## config.mk

```make
export PLATFORM = sky130hd
export DESIGN_NAME = pa_port_ctrl
export DESIGN_NICKNAME = d
export VERILOG_FILES = /design/src/pa_pkg.sv /design/src/pa_pin_if.sv /design/src/pa_pin_sync.sv /design/src/pa_port_ctrl.sv
export SDC_FILE = /design/constraint.sdc
export NUM_CORES = 1
export LEC_CHECK = 0
export ABC_AREA = 1
export BUFFER_PORTS_ARGS = -buffer_cell sky130_fd_sc_hd__clkbuf_2
export CORE_UTILIZATION = 26
export DETAILED_ROUTE_END_ITERATION = 8
export GPL_ROUTABILITY_DRIVEN = 0
export HOLD_SLACK_MARGIN = 0.02
export PLACE_DENSITY_LB_ADDON = 0.2
export SYNTH_ARGS = -nofsm -noshare
export SYNTH_HDL_FRONTEND = slang
export SYNTH_SLANG_ARGS = --single-unit
```

## constraint.sdc

```tcl
create_clock -name clk_sys_i -period 2.6 [get_ports clk_sys_i]
set_input_delay 0.26 -clock clk_sys_i [delete_from_list [all_inputs] [get_ports clk_sys_i]]
set_output_delay 0.26 -clock clk_sys_i [all_outputs]
set_load 0.05 [all_outputs]
```

## src/pa_pkg.sv

```systemverilog
// constants, register map and types for the port a pin control block
package pa_pkg;

	// register byte offsets on the bus
	localparam logic [7:0] PA_OFS_PIN_LEVELS  = 8'h00;
	localparam logic [7:0] PA_OFS_OUT_LATCH   = 8'h04;
	localparam logic [7:0] PA_OFS_DIRECTION   = 8'h08;
	localparam logic [7:0] PA_OFS_ANALOG_CFG  = 8'h0C;
	localparam logic [7:0] PA_OFS_CMP_CTRL    = 8'h10;
	localparam logic [7:0] PA_OFS_CREF_CTRL   = 8'h14;

	// implemented bits per register, everything else reads zero except the comparator result bits 7:6
	localparam logic [7:0] PA_MASK_PORT   = 8'h2F;
	localparam logic [7:0] PA_MASK_LATCH  = 8'h3F;
	localparam logic [7:0] PA_MASK_ANALOG = 8'h3F;
	localparam logic [7:0] PA_MASK_CMP_WR = 8'h3F;

	// reset values
	localparam logic [7:0] PA_RST_LATCH     = 8'h00;
	localparam logic [7:0] PA_RST_DIRECTION = 8'h2F;
	localparam logic [7:0] PA_RST_ANALOG    = 8'h00;
	localparam logic [7:0] PA_RST_CMP       = 8'h07;
	localparam logic [7:0] PA_RST_CREF      = 8'h00;

	// field positions
	localparam int PA_BIT_CREF_OE      = 6;
	localparam int PA_BIT_CMP1_OUT     = 6;
	localparam int PA_BIT_CMP2_OUT     = 7;
	localparam int PA_PIN_CREF         = 2;
	localparam int PA_PIN_CH4          = 5;
	localparam int PA_NUM_CHANNELS     = 5;

	// comparator mode field values
	localparam logic [2:0] PA_CM_OFF         = 3'h7;
	localparam logic [2:0] PA_CM_C2_ROUTED   = 3'h3;

	// analog select: channel n is analog while select plus n stays below this
	localparam logic [4:0] PA_PCFG_LIMIT = 5'h0F;

	// divider for the cycle clock, one quarter of the system clock
	localparam int PA_CYCLE_DIV = 4;

	// bus answer phase
	typedef enum logic {
		PA_BUS_IDLE,
		PA_BUS_ACK
	} pa_bus_state_t;

endpackage

```

## src/pa_pin_if.sv

```systemverilog
// carrier between the pin synchroniser and the port core
`timescale 1ns/1ps
interface pa_pin_if;
	logic [7:0] pin_raw;
	logic [7:0] pin_lvl;

	// synchroniser side takes raw pins and gives settled levels
	modport sync_side (
		input  pin_raw,
		output pin_lvl
	);
	// core side hands raw pins in and reads the settled levels
	modport core_side (
		output pin_raw,
		input  pin_lvl
	);
endinterface

```

## src/pa_pin_sync.sv

```systemverilog
// two-stage synchroniser for the port pin inputs
`timescale 1ns/1ps
module pa_pin_sync
	import pa_pkg::*;
(
	// clock and control
	input  wire logic clk_sys_i,
	input  wire logic sys_rst_i,
	input  wire logic ce_i,
	// pin carrier
	pa_pin_if.sync_side pins
);

	logic [7:0] meta_q;
	logic [7:0] lvl_q;

	// first stage is read by the second stage only
	always_ff @(posedge clk_sys_i) begin
		if (sys_rst_i) begin
			meta_q <= 8'h00;
			lvl_q  <= 8'h00;
		end else if (ce_i) begin
			meta_q <= pins.pin_raw;
			lvl_q  <= meta_q;
		end
	end

	assign pins.pin_lvl = lvl_q;

endmodule

```

## src/pa_port_ctrl.sv

```systemverilog
// port a pin control: registers, pin muxing and peripheral overrides
//
// The address map and register access over Wishbone were chosen for this implementation.
`timescale 1ns/1ps
module pa_port_ctrl
	import pa_pkg::*;
(
	// clock, reset, enable
	input  wire logic        clk_sys_i,
	input  wire logic        sys_rst_i,
	input  wire logic        ce_i,
	// wishbone slave
	input  wire logic        wb_cyc_i,
	input  wire logic        wb_stb_i,
	input  wire logic        wb_we_i,
	input  wire logic [7:0]  wb_adr_i,
	input  wire logic [3:0]  wb_sel_i,
	input  wire logic [31:0] wb_dat_i,
	output logic      [31:0] wb_dat_o,
	output logic             wb_ack_o,
	// port pins, three signals each
	input  wire logic [7:0]  port_pin_i,
	output logic      [7:0]  port_pin_o,
	output logic      [7:0]  port_pin_oe_o,
	// oscillator output pin
	input  wire logic        osc_rc_ec_mode_i,
	output logic             cycle_clock_out_o,
	output logic             cycle_clock_out_oe_o,
	// comparator results, same clock domain
	input  wire logic        first_comparator_output_i,
	input  wire logic        second_comparator_output_i,
	// configuration towards converter, comparators and reference
	output logic      [7:0]  analog_pin_config_o,
	output logic      [5:0]  comparator_mode_o,
	output logic      [7:0]  comparator_reference_control_o,
	output logic      [4:0]  analog_channel_mask_o,
	output logic             reference_output_enable_o,
	// serial port slave select
	output logic             serial_slave_select_o
);

	////////////////////////////////////////////////////////////////////////
	// decode helpers

	// true when converter channel n is selected as analog
	function automatic logic pa_is_analog(input logic [3:0] pcfg, input int n);
		logic [4:0] sum;
		sum = {1'b0, pcfg} + 5'(n);
		return sum < PA_PCFG_LIMIT;
	endfunction

	// converter channel number to port pin index
	function automatic int pa_chan_pin(input int n);
		return (n == 4) ? PA_PIN_CH4 : n;
	endfunction

	// register bus hit test
	function automatic logic pa_hit(input logic [7:0] adr, input logic [7:0] ofs);
		return adr == ofs;
	endfunction

	////////////////////////////////////////////////////////////////////////
	// declarations

	pa_pin_if pins ();

	pa_bus_state_t bus_q;
	pa_bus_state_t bus_d;

	logic [7:0]  latch_q;
	logic [7:0]  dir_q;
	logic [7:0]  analog_q;
	logic [5:0]  cmp_q;
	logic [7:0]  cref_q;
	logic [31:0] rdata_q;
	logic [31:0] rdata_d;
	logic [1:0]  div_q;
	logic        cclk_q;

	logic [7:0]  analog_pins;
	logic [7:0]  dig_in_off;
	logic [7:0]  port_read;
	logic [7:0]  cmp_read;
	logic        req;
	logic        wr_go;
	logic        cref_oe;
	logic        c2_routed;
	logic        cmp_on;

	////////////////////////////////////////////////////////////////////////
	// design notes for the next engineer
	//
	// the register bus answers every request one cycle after taking it and
	// then forces one idle cycle, so a master that holds stb after the ack
	// gets a second, separate answer rather than a stretched one.
	//
	// writes land on the edge where the master samples ack high; read data
	// is captured one edge earlier, so it stands for the whole ack cycle.
	//
	// pin levels pass two flops before any logic reads them, so a port read
	// shows a pad change two edges late, plus one edge for the capture.
	//
	// the drivers follow the direction bits and the reference and comparator overrides; selecting a pin as analog
	// never changes what is driven, which is why software keeps them set.
	//
	// the reference output and the comparator override are combinational on
	// purpose: a registered override would put one stale cycle on the pad.
	//
	// clock enable low freezes every flop, the bus state included, so a
	// master must not time out on a frozen block.
	//
	// unimplemented register bits are masked both on write and on read; the
	// masks live in the package so the two paths cannot drift apart.
	//
	// the cycle clock divider runs freely; only its output is gated by mode,
	// so the phase after a mode change is not defined.

	////////////////////////////////////////////////////////////////////////
	// pin input synchronisation

	assign pins.pin_raw = port_pin_i;

	pa_pin_sync u_sync (
		.clk_sys_i (clk_sys_i),
		.sys_rst_i (sys_rst_i),
		.ce_i      (ce_i),
		.pins      (pins.sync_side)
	);

	////////////////////////////////////////////////////////////////////////
	// configuration decode

	// map the analog select onto port pins
	always_comb begin
		analog_pins = 8'h00;
		for (int n = 0; n < PA_NUM_CHANNELS; n++) begin
			analog_pins[pa_chan_pin(n)] = pa_is_analog(analog_q[3:0], n);
		end
	end

	// exported channel mask follows the same decode
	always_comb begin
		analog_channel_mask_o = 5'h00;
		for (int n = 0; n < PA_NUM_CHANNELS; n++) begin
			analog_channel_mask_o[n] = pa_is_analog(analog_q[3:0], n);
		end
	end

	assign cref_oe   = cref_q[PA_BIT_CREF_OE];
	assign c2_routed = (cmp_q[2:0] == PA_CM_C2_ROUTED);
	// comparator inputs sit on pins 0..3 unless the comparators are off
	assign cmp_on    = (cmp_q[2:0] != PA_CM_OFF);

	// digital input is cut on analog pins and on the reference pin
	always_comb begin
		dig_in_off = analog_pins;
		if (cmp_on) begin
			dig_in_off[3:0] = 4'hF;
		end
		if (cref_oe) begin
			dig_in_off[PA_PIN_CREF] = 1'b1;
		end
	end

	////////////////////////////////////////////////////////////////////////
	// pin drivers

	// drivers follow direction, reference enable and comparator routing, analog selection is ignored on purpose
	always_comb begin
		port_pin_oe_o = ~dir_q & PA_MASK_PORT;
		if (cref_oe) begin
			port_pin_oe_o[PA_PIN_CREF] = 1'b0;
		end
		port_pin_o = latch_q & PA_MASK_PORT;
		if (c2_routed) begin
			port_pin_o[PA_PIN_CH4] = second_comparator_output_i;
		end
	end

	// slave select idles high when the pin is an output
	assign serial_slave_select_o = dir_q[PA_PIN_CH4] ?
		pins.pin_lvl[PA_PIN_CH4] : 1'b1;

	////////////////////////////////////////////////////////////////////////
	// cycle clock on the oscillator pin

	// free counter; clock output is the top bit, a quarter of the rate
	always_ff @(posedge clk_sys_i) begin
		if (sys_rst_i) begin
			div_q <= 2'h0;
		end else if (ce_i) begin
			div_q <= div_q + 2'h1;
		end
	end

	// registered so the pin never sees a decode glitch
	always_ff @(posedge clk_sys_i) begin
		if (sys_rst_i) begin
			cclk_q <= 1'b0;
		end else if (ce_i) begin
			cclk_q <= div_q[1] & osc_rc_ec_mode_i;
		end
	end

	// driven regardless of any direction bit
	assign cycle_clock_out_o    = cclk_q;
	assign cycle_clock_out_oe_o = osc_rc_ec_mode_i;

	////////////////////////////////////////////////////////////////////////
	// read values

	// analog and reference pins read zero, not the pad level
	assign port_read = pins.pin_lvl & ~dig_in_off & PA_MASK_PORT;

	// comparator results are read only, upper two bits
	assign cmp_read = {second_comparator_output_i, first_comparator_output_i, cmp_q};

	////////////////////////////////////////////////////////////////////////
	// wishbone slave

	assign req   = wb_cyc_i & wb_stb_i;
	// writes land on the edge where the master sees ack
	assign wr_go = req & wb_we_i & wb_sel_i[0] & (bus_q == PA_BUS_ACK);

	// one request, one ack, then a forced idle cycle
	always_comb begin
		case (bus_q)
			PA_BUS_IDLE: begin
				bus_d = req ? PA_BUS_ACK : PA_BUS_IDLE;
			end
			PA_BUS_ACK: begin
				bus_d = PA_BUS_IDLE;
			end
			default: begin
				bus_d = PA_BUS_IDLE;
			end
		endcase
	end

	always_ff @(posedge clk_sys_i) begin
		if (sys_rst_i) begin
			bus_q <= PA_BUS_IDLE;
		end else if (ce_i) begin
			bus_q <= bus_d;
		end
	end

	assign wb_ack_o = (bus_q == PA_BUS_ACK);

	// read mux, unmapped addresses answer zero
	always_comb begin
		rdata_d = 32'h0000_0000;
		if (pa_hit(wb_adr_i, PA_OFS_PIN_LEVELS)) begin
			rdata_d[7:0] = port_read;
		end else if (pa_hit(wb_adr_i, PA_OFS_OUT_LATCH)) begin
			rdata_d[7:0] = latch_q & PA_MASK_LATCH;
		end else if (pa_hit(wb_adr_i, PA_OFS_DIRECTION)) begin
			rdata_d[7:0] = dir_q & PA_MASK_PORT;
		end else if (pa_hit(wb_adr_i, PA_OFS_ANALOG_CFG)) begin
			rdata_d[7:0] = analog_q & PA_MASK_ANALOG;
		end else if (pa_hit(wb_adr_i, PA_OFS_CMP_CTRL)) begin
			rdata_d[7:0] = cmp_read;
		end else if (pa_hit(wb_adr_i, PA_OFS_CREF_CTRL)) begin
			rdata_d[7:0] = cref_q;
		end
	end

	// read data captured as the ack is raised
	always_ff @(posedge clk_sys_i) begin
		if (sys_rst_i) begin
			rdata_q <= 32'h0000_0000;
		end else if (ce_i && req && bus_q == PA_BUS_IDLE) begin
			rdata_q <= rdata_d;
		end
	end

	assign wb_dat_o = rdata_q;

	////////////////////////////////////////////////////////////////////////
	// registers

	// output latch, reached by both the port and the latch address
	always_ff @(posedge clk_sys_i) begin
		if (sys_rst_i) begin
			latch_q <= PA_RST_LATCH;
		end else if (ce_i && wr_go) begin
			if (pa_hit(wb_adr_i, PA_OFS_PIN_LEVELS)) begin
				latch_q <= wb_dat_i[7:0] & PA_MASK_LATCH;
			end else if (pa_hit(wb_adr_i, PA_OFS_OUT_LATCH)) begin
				latch_q <= wb_dat_i[7:0] & PA_MASK_LATCH;
			end
		end
	end

	// direction, all implemented pins come up as inputs
	always_ff @(posedge clk_sys_i) begin
		if (sys_rst_i) begin
			dir_q <= PA_RST_DIRECTION;
		end else if (ce_i && wr_go && pa_hit(wb_adr_i, PA_OFS_DIRECTION)) begin
			dir_q <= wb_dat_i[7:0] & PA_MASK_PORT;
		end
	end

	// analog select resets to all five channels analog
	always_ff @(posedge clk_sys_i) begin
		if (sys_rst_i) begin
			analog_q <= PA_RST_ANALOG;
		end else if (ce_i && wr_go && pa_hit(wb_adr_i, PA_OFS_ANALOG_CFG)) begin
			analog_q <= wb_dat_i[7:0] & PA_MASK_ANALOG;
		end
	end

	// comparator control, result bits are not stored
	always_ff @(posedge clk_sys_i) begin
		if (sys_rst_i) begin
			cmp_q <= PA_RST_CMP[5:0];
		end else if (ce_i && wr_go && pa_hit(wb_adr_i, PA_OFS_CMP_CTRL)) begin
			cmp_q <= wb_dat_i[5:0] & PA_MASK_CMP_WR[5:0];
		end
	end

	// reference control
	always_ff @(posedge clk_sys_i) begin
		if (sys_rst_i) begin
			cref_q <= PA_RST_CREF;
		end else if (ce_i && wr_go && pa_hit(wb_adr_i, PA_OFS_CREF_CTRL)) begin
			cref_q <= wb_dat_i[7:0];
		end
	end

	////////////////////////////////////////////////////////////////////////
	// configuration outputs

	assign analog_pin_config_o           = analog_q;
	assign comparator_mode_o             = cmp_q;
	assign comparator_reference_control_o = cref_q;
	assign reference_output_enable_o     = cref_oe;

endmodule

```

After elaboration in Yosys (flattened, before gate mapping)
Index checks and enable logic that the tools add are counted.
Storage, ports and cells
  register bits: 55
  output and inout port bits: 80
  logic and storage cells: 62
Cells by class
  $add $sub $neg: 5
  $lt $le $gt $ge: 5
  equality and inequality tests: 7
  multiplexer cells: 15
  bitwise gates (word level): 9
  reductions and logical operators: 10
Operators with widths (number)
  two-way mux 8 bit: 6
  less-than comparator 5 x 4 -> 1 bit, second input constant: 4
  == test 8 x 4 -> 1 bit, second input constant: 2
  == test 8 x 5 -> 1 bit, second input constant: 2
  two-way mux 6 bit: 2
  inverter 6 bit: 2
  adder 4 x 2 -> 5 bit, second input constant: 2
  == test 8 x 3 -> 1 bit, second input constant: 1
  logical NOT 8 bit: 1
  logical AND 1 bit: 7
  bitwise AND 6 bit: 1
  adder 4 x 1 -> 5 bit, second input constant: 1
  adder 4 x 3 -> 5 bit, second input constant: 1
  bitwise AND 1 bit: 5
  two-way mux 1 bit: 5
  less-than comparator 4 bit, second input constant: 1
  two-way mux 4 bit: 1
  == test 3 x 2 -> 1 bit, second input constant: 1
  inequality test 3 bit, second input constant: 1
  adder 2 x 1 -> 2 bit, second input constant: 1
  case mux 1 bit (2 select lines): 1
  AND reduction 2 bit: 1
  nonzero test 2 bit: 1
  inverter 1 bit: 1

Depth between registers and ports, before layout
  depth after elaboration: 7
  depth in mapped cells: 11
  mapped depth without buffers: 11

Modules after synthesis
A second synthesis with hierarchy kept.
Second synthesis, totals
  cell total of the unflattened synthesis: 464
  area total of the unflattened synthesis: 3123.0 sq um
By module, submodules not included
  pa_port_ctrl: times used 1, cells an instance 363, area an instance 2452.4 sq um
  pa_pin_sync: times used 1, cells an instance 101, area an instance 670.6 sq um

Worst setup path after synthesis
OpenSTA, ideal clock, no wires.
  path kind: reg-to-output
  start point: register cmp_q[0] (netlist: comparator_mode_o[0])
  end point: output port port_pin_o[5]
  arrival time: 1.939 ns
  path slack: 0.401 ns
  cell stages (with the launch flop): 3
  buffers on the path: 0
  path through: dfxtp_1 nand3_1 o21ai_0
Between the ends
  cells in the longest elaborated chain, start to end: 2
RTL lines
  from (decl): line pa_port_ctrl.sv:73  | logic [5:0] cmp_q;
  from (signal assigned): line pa_port_ctrl.sv:316  | cmp_q <= PA_RST_CMP[5:0];
  from (signal assigned): line pa_port_ctrl.sv:318  | cmp_q <= wb_dat_i[5:0] & PA_MASK_CMP_WR[5:0];
  == test 3 x 2 -> 1 bit: line pa_port_ctrl.sv:150  | assign c2_routed = (cmp_q[2:0] == PA_CM_C2_ROUTED);
  two-way mux 1 bit: line pa_port_ctrl.sv:175  | if (c2_routed) begin
  to (decl): line pa_port_ctrl.sv:23  | output logic [7:0] port_pin_o,
Every way passes these cells.

Worst setup path after layout
  start point: register analog_q[0] (netlist: analog_pin_config_o[0])
  end point: output port analog_channel_mask_o[3]
Between the ends
  cells in the longest elaborated chain, start to end: 2
RTL lines
  from (decl): line pa_port_ctrl.sv:72  | logic [7:0] analog_q;
  from (signal assigned): line pa_port_ctrl.sv:309  | analog_q <= wb_dat_i[7:0] & PA_MASK_ANALOG;
  adder 4 x 2 -> 5 bit: line pa_port_ctrl.sv:48  | sum = {1'b0, pcfg} + 5'(n);
  less-than comparator 5 x 4 -> 1 bit: line pa_port_ctrl.sv:49  | return sum < PA_PCFG_LIMIT;
  to (decl): line pa_port_ctrl.sv:36  | output logic [4:0] analog_channel_mask_o,
Every way passes these cells.

==> metrics.txt <==
hold_sp port_pin_i[1]; Crit path buffers/inverters 3; Hold Path Stages 3; die area between 10,000 and 15,000 um2; pin count of the biggest net entering global routing 34; Max-Cap Viols 0; clk_skew between 0.009 and 0.01 ns; RSZ-0062 raised after global routing false; top layer in use met4; met1 wire length just over 4000 um; synthesized area slightly below 3000 um2; Setup crit start kind register; Finished Layout Cells 631; number of CTS-inserted buffers 5; sequential area share after synthesis 0.3668; layout cell share with drive strength beyond 1 0.2261; antenna violations before repair 0; final setup vio count 0; Top delay family on crit path simple AND/OR/NAND/NOR gates; Total Neg Setup Slack 0 ns; Setup Crit Path Kind register to output port; hold crit path type primary input to register; die height between 100 and 150 um; fin. max-slew vios 0; core box area between 10,000 and 15,000 um2; DR pass1 iterations 6; CP Max Fanout 8; synthesis-stage register bit count 53; critical path's largest stage delay a little over 0.5 ns; Via density 4.306; Resize count post-CTS 0; Hold Path Sink u_sync.meta_q[1]$_SDFFE_PP0P_; final hold vios 0; worst path cell trace inv_1 -> ha_1 -> or2_2 -> nor2_1 -> nand2_1 -> nand2_1 -> inv_1 -> clkbuf_2; period utilisation layout 0.8957; dpl cell area between 3000 and 4000 um2; dpl cells around 620; DR WL met3 ~360 um; fin nets between 500 and 600; port bufs around 80; Clk Tree Root Cell clkbuf_8; CTS tree built; Residual DRC 0; R2R depth 8; CTS Sinks 53; starting density of the core 0.2669; htree depth 2; Final Cell Area roughly 3400 um2; headroom to the max-slew limit 0.6670; Hold WS around 0.17 ns; r2r startpoint analog_pin_config_o[0]$_SDFFE_PP0P_; post-layout minimum cycle time 2.329 ns; Yosys cell types 30; Crit-path slowest cell dfxtp_1; number of global-route vias before repair roughly 2,600; I/O pins 141; via count roughly 2,700; Peak supply drop roughly 0.24 mV; num rows 38; LEAKAGE 1.597 nW; Cells after Synth between 400 and 500; Synth-to-Final Area Change 16.05%; Critical Path AT about 2.1 ns; Max clock buf depth 2; gr ovfl total 0; reg2reg end wb_dat_o[3]$_SDFFE_PP0P_; CTS Hold Buffers Added 0; Die X 107.5 um; status complete, no violations; Power Density around 480 nW/um2; WP data required around 2.3 ns; routed wl met2 about 3700 um; average wire per standard cell roughly 13 um; total global-route track usage 0.1481; DPL Wire Length 6483 um; ANT cells 0; Setup Fix Bufs, Post-CTS 0; Worst-Skew Late Latency around 0.30 ns; DRT antenna net count 0; clk slew on worst S/H paths 0.10 ns; routed wire length just over 8000 um; Max Fclk ~430 MHz; drt first-iter violations roughly 130; Crit. End Element output port; Ys Warns 0; global-route wire length before repair 13,330 um; FF-to-FF setup slack between 0.7 and 0.8 ns; Worst Tran Pin Value between 0.4 and 0.5 ns; Avg Synthesized Cell Area 6.871 um2
==> worst max path at each step <==
stage | from | endpoint | depth (start not counted)
after floorplan | comparator_mode_o[0]$_SDFFE_PP1P_ | port_pin_o[5] | 2
after global routing | analog_pin_config_o[1]$_SDFFE_PP0P_ | analog_channel_mask_o[3] | 8
after CTS | analog_pin_config_o[0]$_SDFFE_PP0P_ | analog_channel_mask_o[3] | 8
final | analog_pin_config_o[0]$_SDFFE_PP0P_ | analog_channel_mask_o[3] | 8
after global placement | analog_pin_config_o[1]$_SDFFE_PP0P_ | analog_channel_mask_o[3] | 8
after detailed placement | analog_pin_config_o[0]$_SDFFE_PP0P_ | analog_channel_mask_o[3] | 8
==> cells by family after synthesis <==
group	after synthesis	share of synthesized area
AND/OR/NAND/NOR	194	0.2980
AO/OA/AOI/OAI	76	0.1432
flip-flops	53	0.3668
adder cells (fa/ha/maj)	3	0.01298
buffers and inverters	94	0.1778
other	1	0.001296
==> stage by stage <==
| stage | worst slack (ns) | util | power, mW |
|---|---|---|---|
| floorplan | 0.4009 | - | 1.074 |
| global placement | 0.6530 | 0.3001 | 1.088 |
| detailed placement | 0.6031 | 0.3001 | 1.091 |
| CTS | 0.2610 | 0.3097 | 1.636 |
| global route | 0.1397 | 0.3097 | 1.695 |
| finish | 0.2711 | 0.3097 | 1.623 |
==> synth_stat cells <==
cell / instances / area, um2
nand3_1: 34 / 170.2
nor2_4: 4 / 45.04
nand2_1: 77 / 289.0
inv_2: 6 / 22.52
clkbuf_1: 6 / 22.52
nor2_2: 3 / 18.77
ha_1: 3 / 37.54
nand3_4: 1 / 17.52
inv_6: 1 / 8.760
or2_2: 3 / 18.77
o21ai_0: 33 / 165.2
o21ai_1: 5 / 25.02
o211ai_1: 5 / 37.54
buf_4: 39 / 292.8
o21bai_1: 1 / 7.510
buf_2: 2 / 10.01
o22ai_1: 1 / 6.260
a21oi_4: 1 / 16.27
a21boi_0: 1 / 7.510
nand4_1: 2 / 12.51
nand3_2: 1 / 10.01
nor2_1: 66 / 247.7
inv_1: 39 / 146.4
conb_1: 1 / 3.750
o21ai_2: 1 / 8.760
buf_6: 1 / 11.26
a21oi_1: 28 / 140.1
dfxtp_1: 53 / 1061
nor2_8: 1 / 20.02
nand2_2: 2 / 12.51
==> flip-flops by register name (all words and copies together) (netlist names), 2 cells and up <==
register                        count
analog_pin_config_o                 6
comparator_mode_o                   6
comparator_reference_control_o      8
dir_q                               5
div_q                               2
latch_q                             6
u_sync.meta_q                       5
u_sync.pins.pin_lvl                 5
wb_dat_o                            8
==> power breakdown <==
part / internal (mW) / switching [mW]
Clock: 0.281 / 0.270
Combinational: 0.0421 / 0.193
Sequential: 0.828 / 0.00984
==> area by class of cell <==
class / instances / area [um2]
flip-flops and latches: 53 / 1061
repair buffers: 80 / 405.4
inverters: 46 / 177.7
fillers: 1234 / 7483
multi-input cells: 305 / 1434
clock buffers: 5 / 68.82
clock inverters: 2 / 35.03
well taps: 140 / 175.2
==> tightest hold or removal path: cells and delay by family <==
family | cells | cell delay (ns)
and+or+nand+nor | 2 | 0.12
buffers and inverters | 1 | 0.08
==> cell usage in the layout, fill, tap and decap left out, types with 2 or more instances in the layout <==
cell	Yosys	layout
nand2_1	77	77
a21oi_1	28	28
nor2_1	66	66
o211ai_1	5	5
inv_1	39	39
conb_1	1	32
o21ai_1	5	5
inv_2	6	6
o21ai_0	33	33
buf_4	39	2
clkbuf_8	0	5
or2_2	3	3
nand2_2	2	2
nor2_2	3	3
nand4_1	2	2
nor2_4	4	4
ha_1	3	3
dfxtp_1	53	53
clkbuf_2	0	78
nand3_1	34	34
==> layer usage <==
metal | up-vias | GRT usage
met5 | - | 0
met4 | 0 | 0.02838
met3 | 4 | 0.02845
met2 | 86 | 0.2422
met1 | 1219 | 0.2018
li1 | 1408 | -
Note: power is estimated with default switching activity, not from simulation.
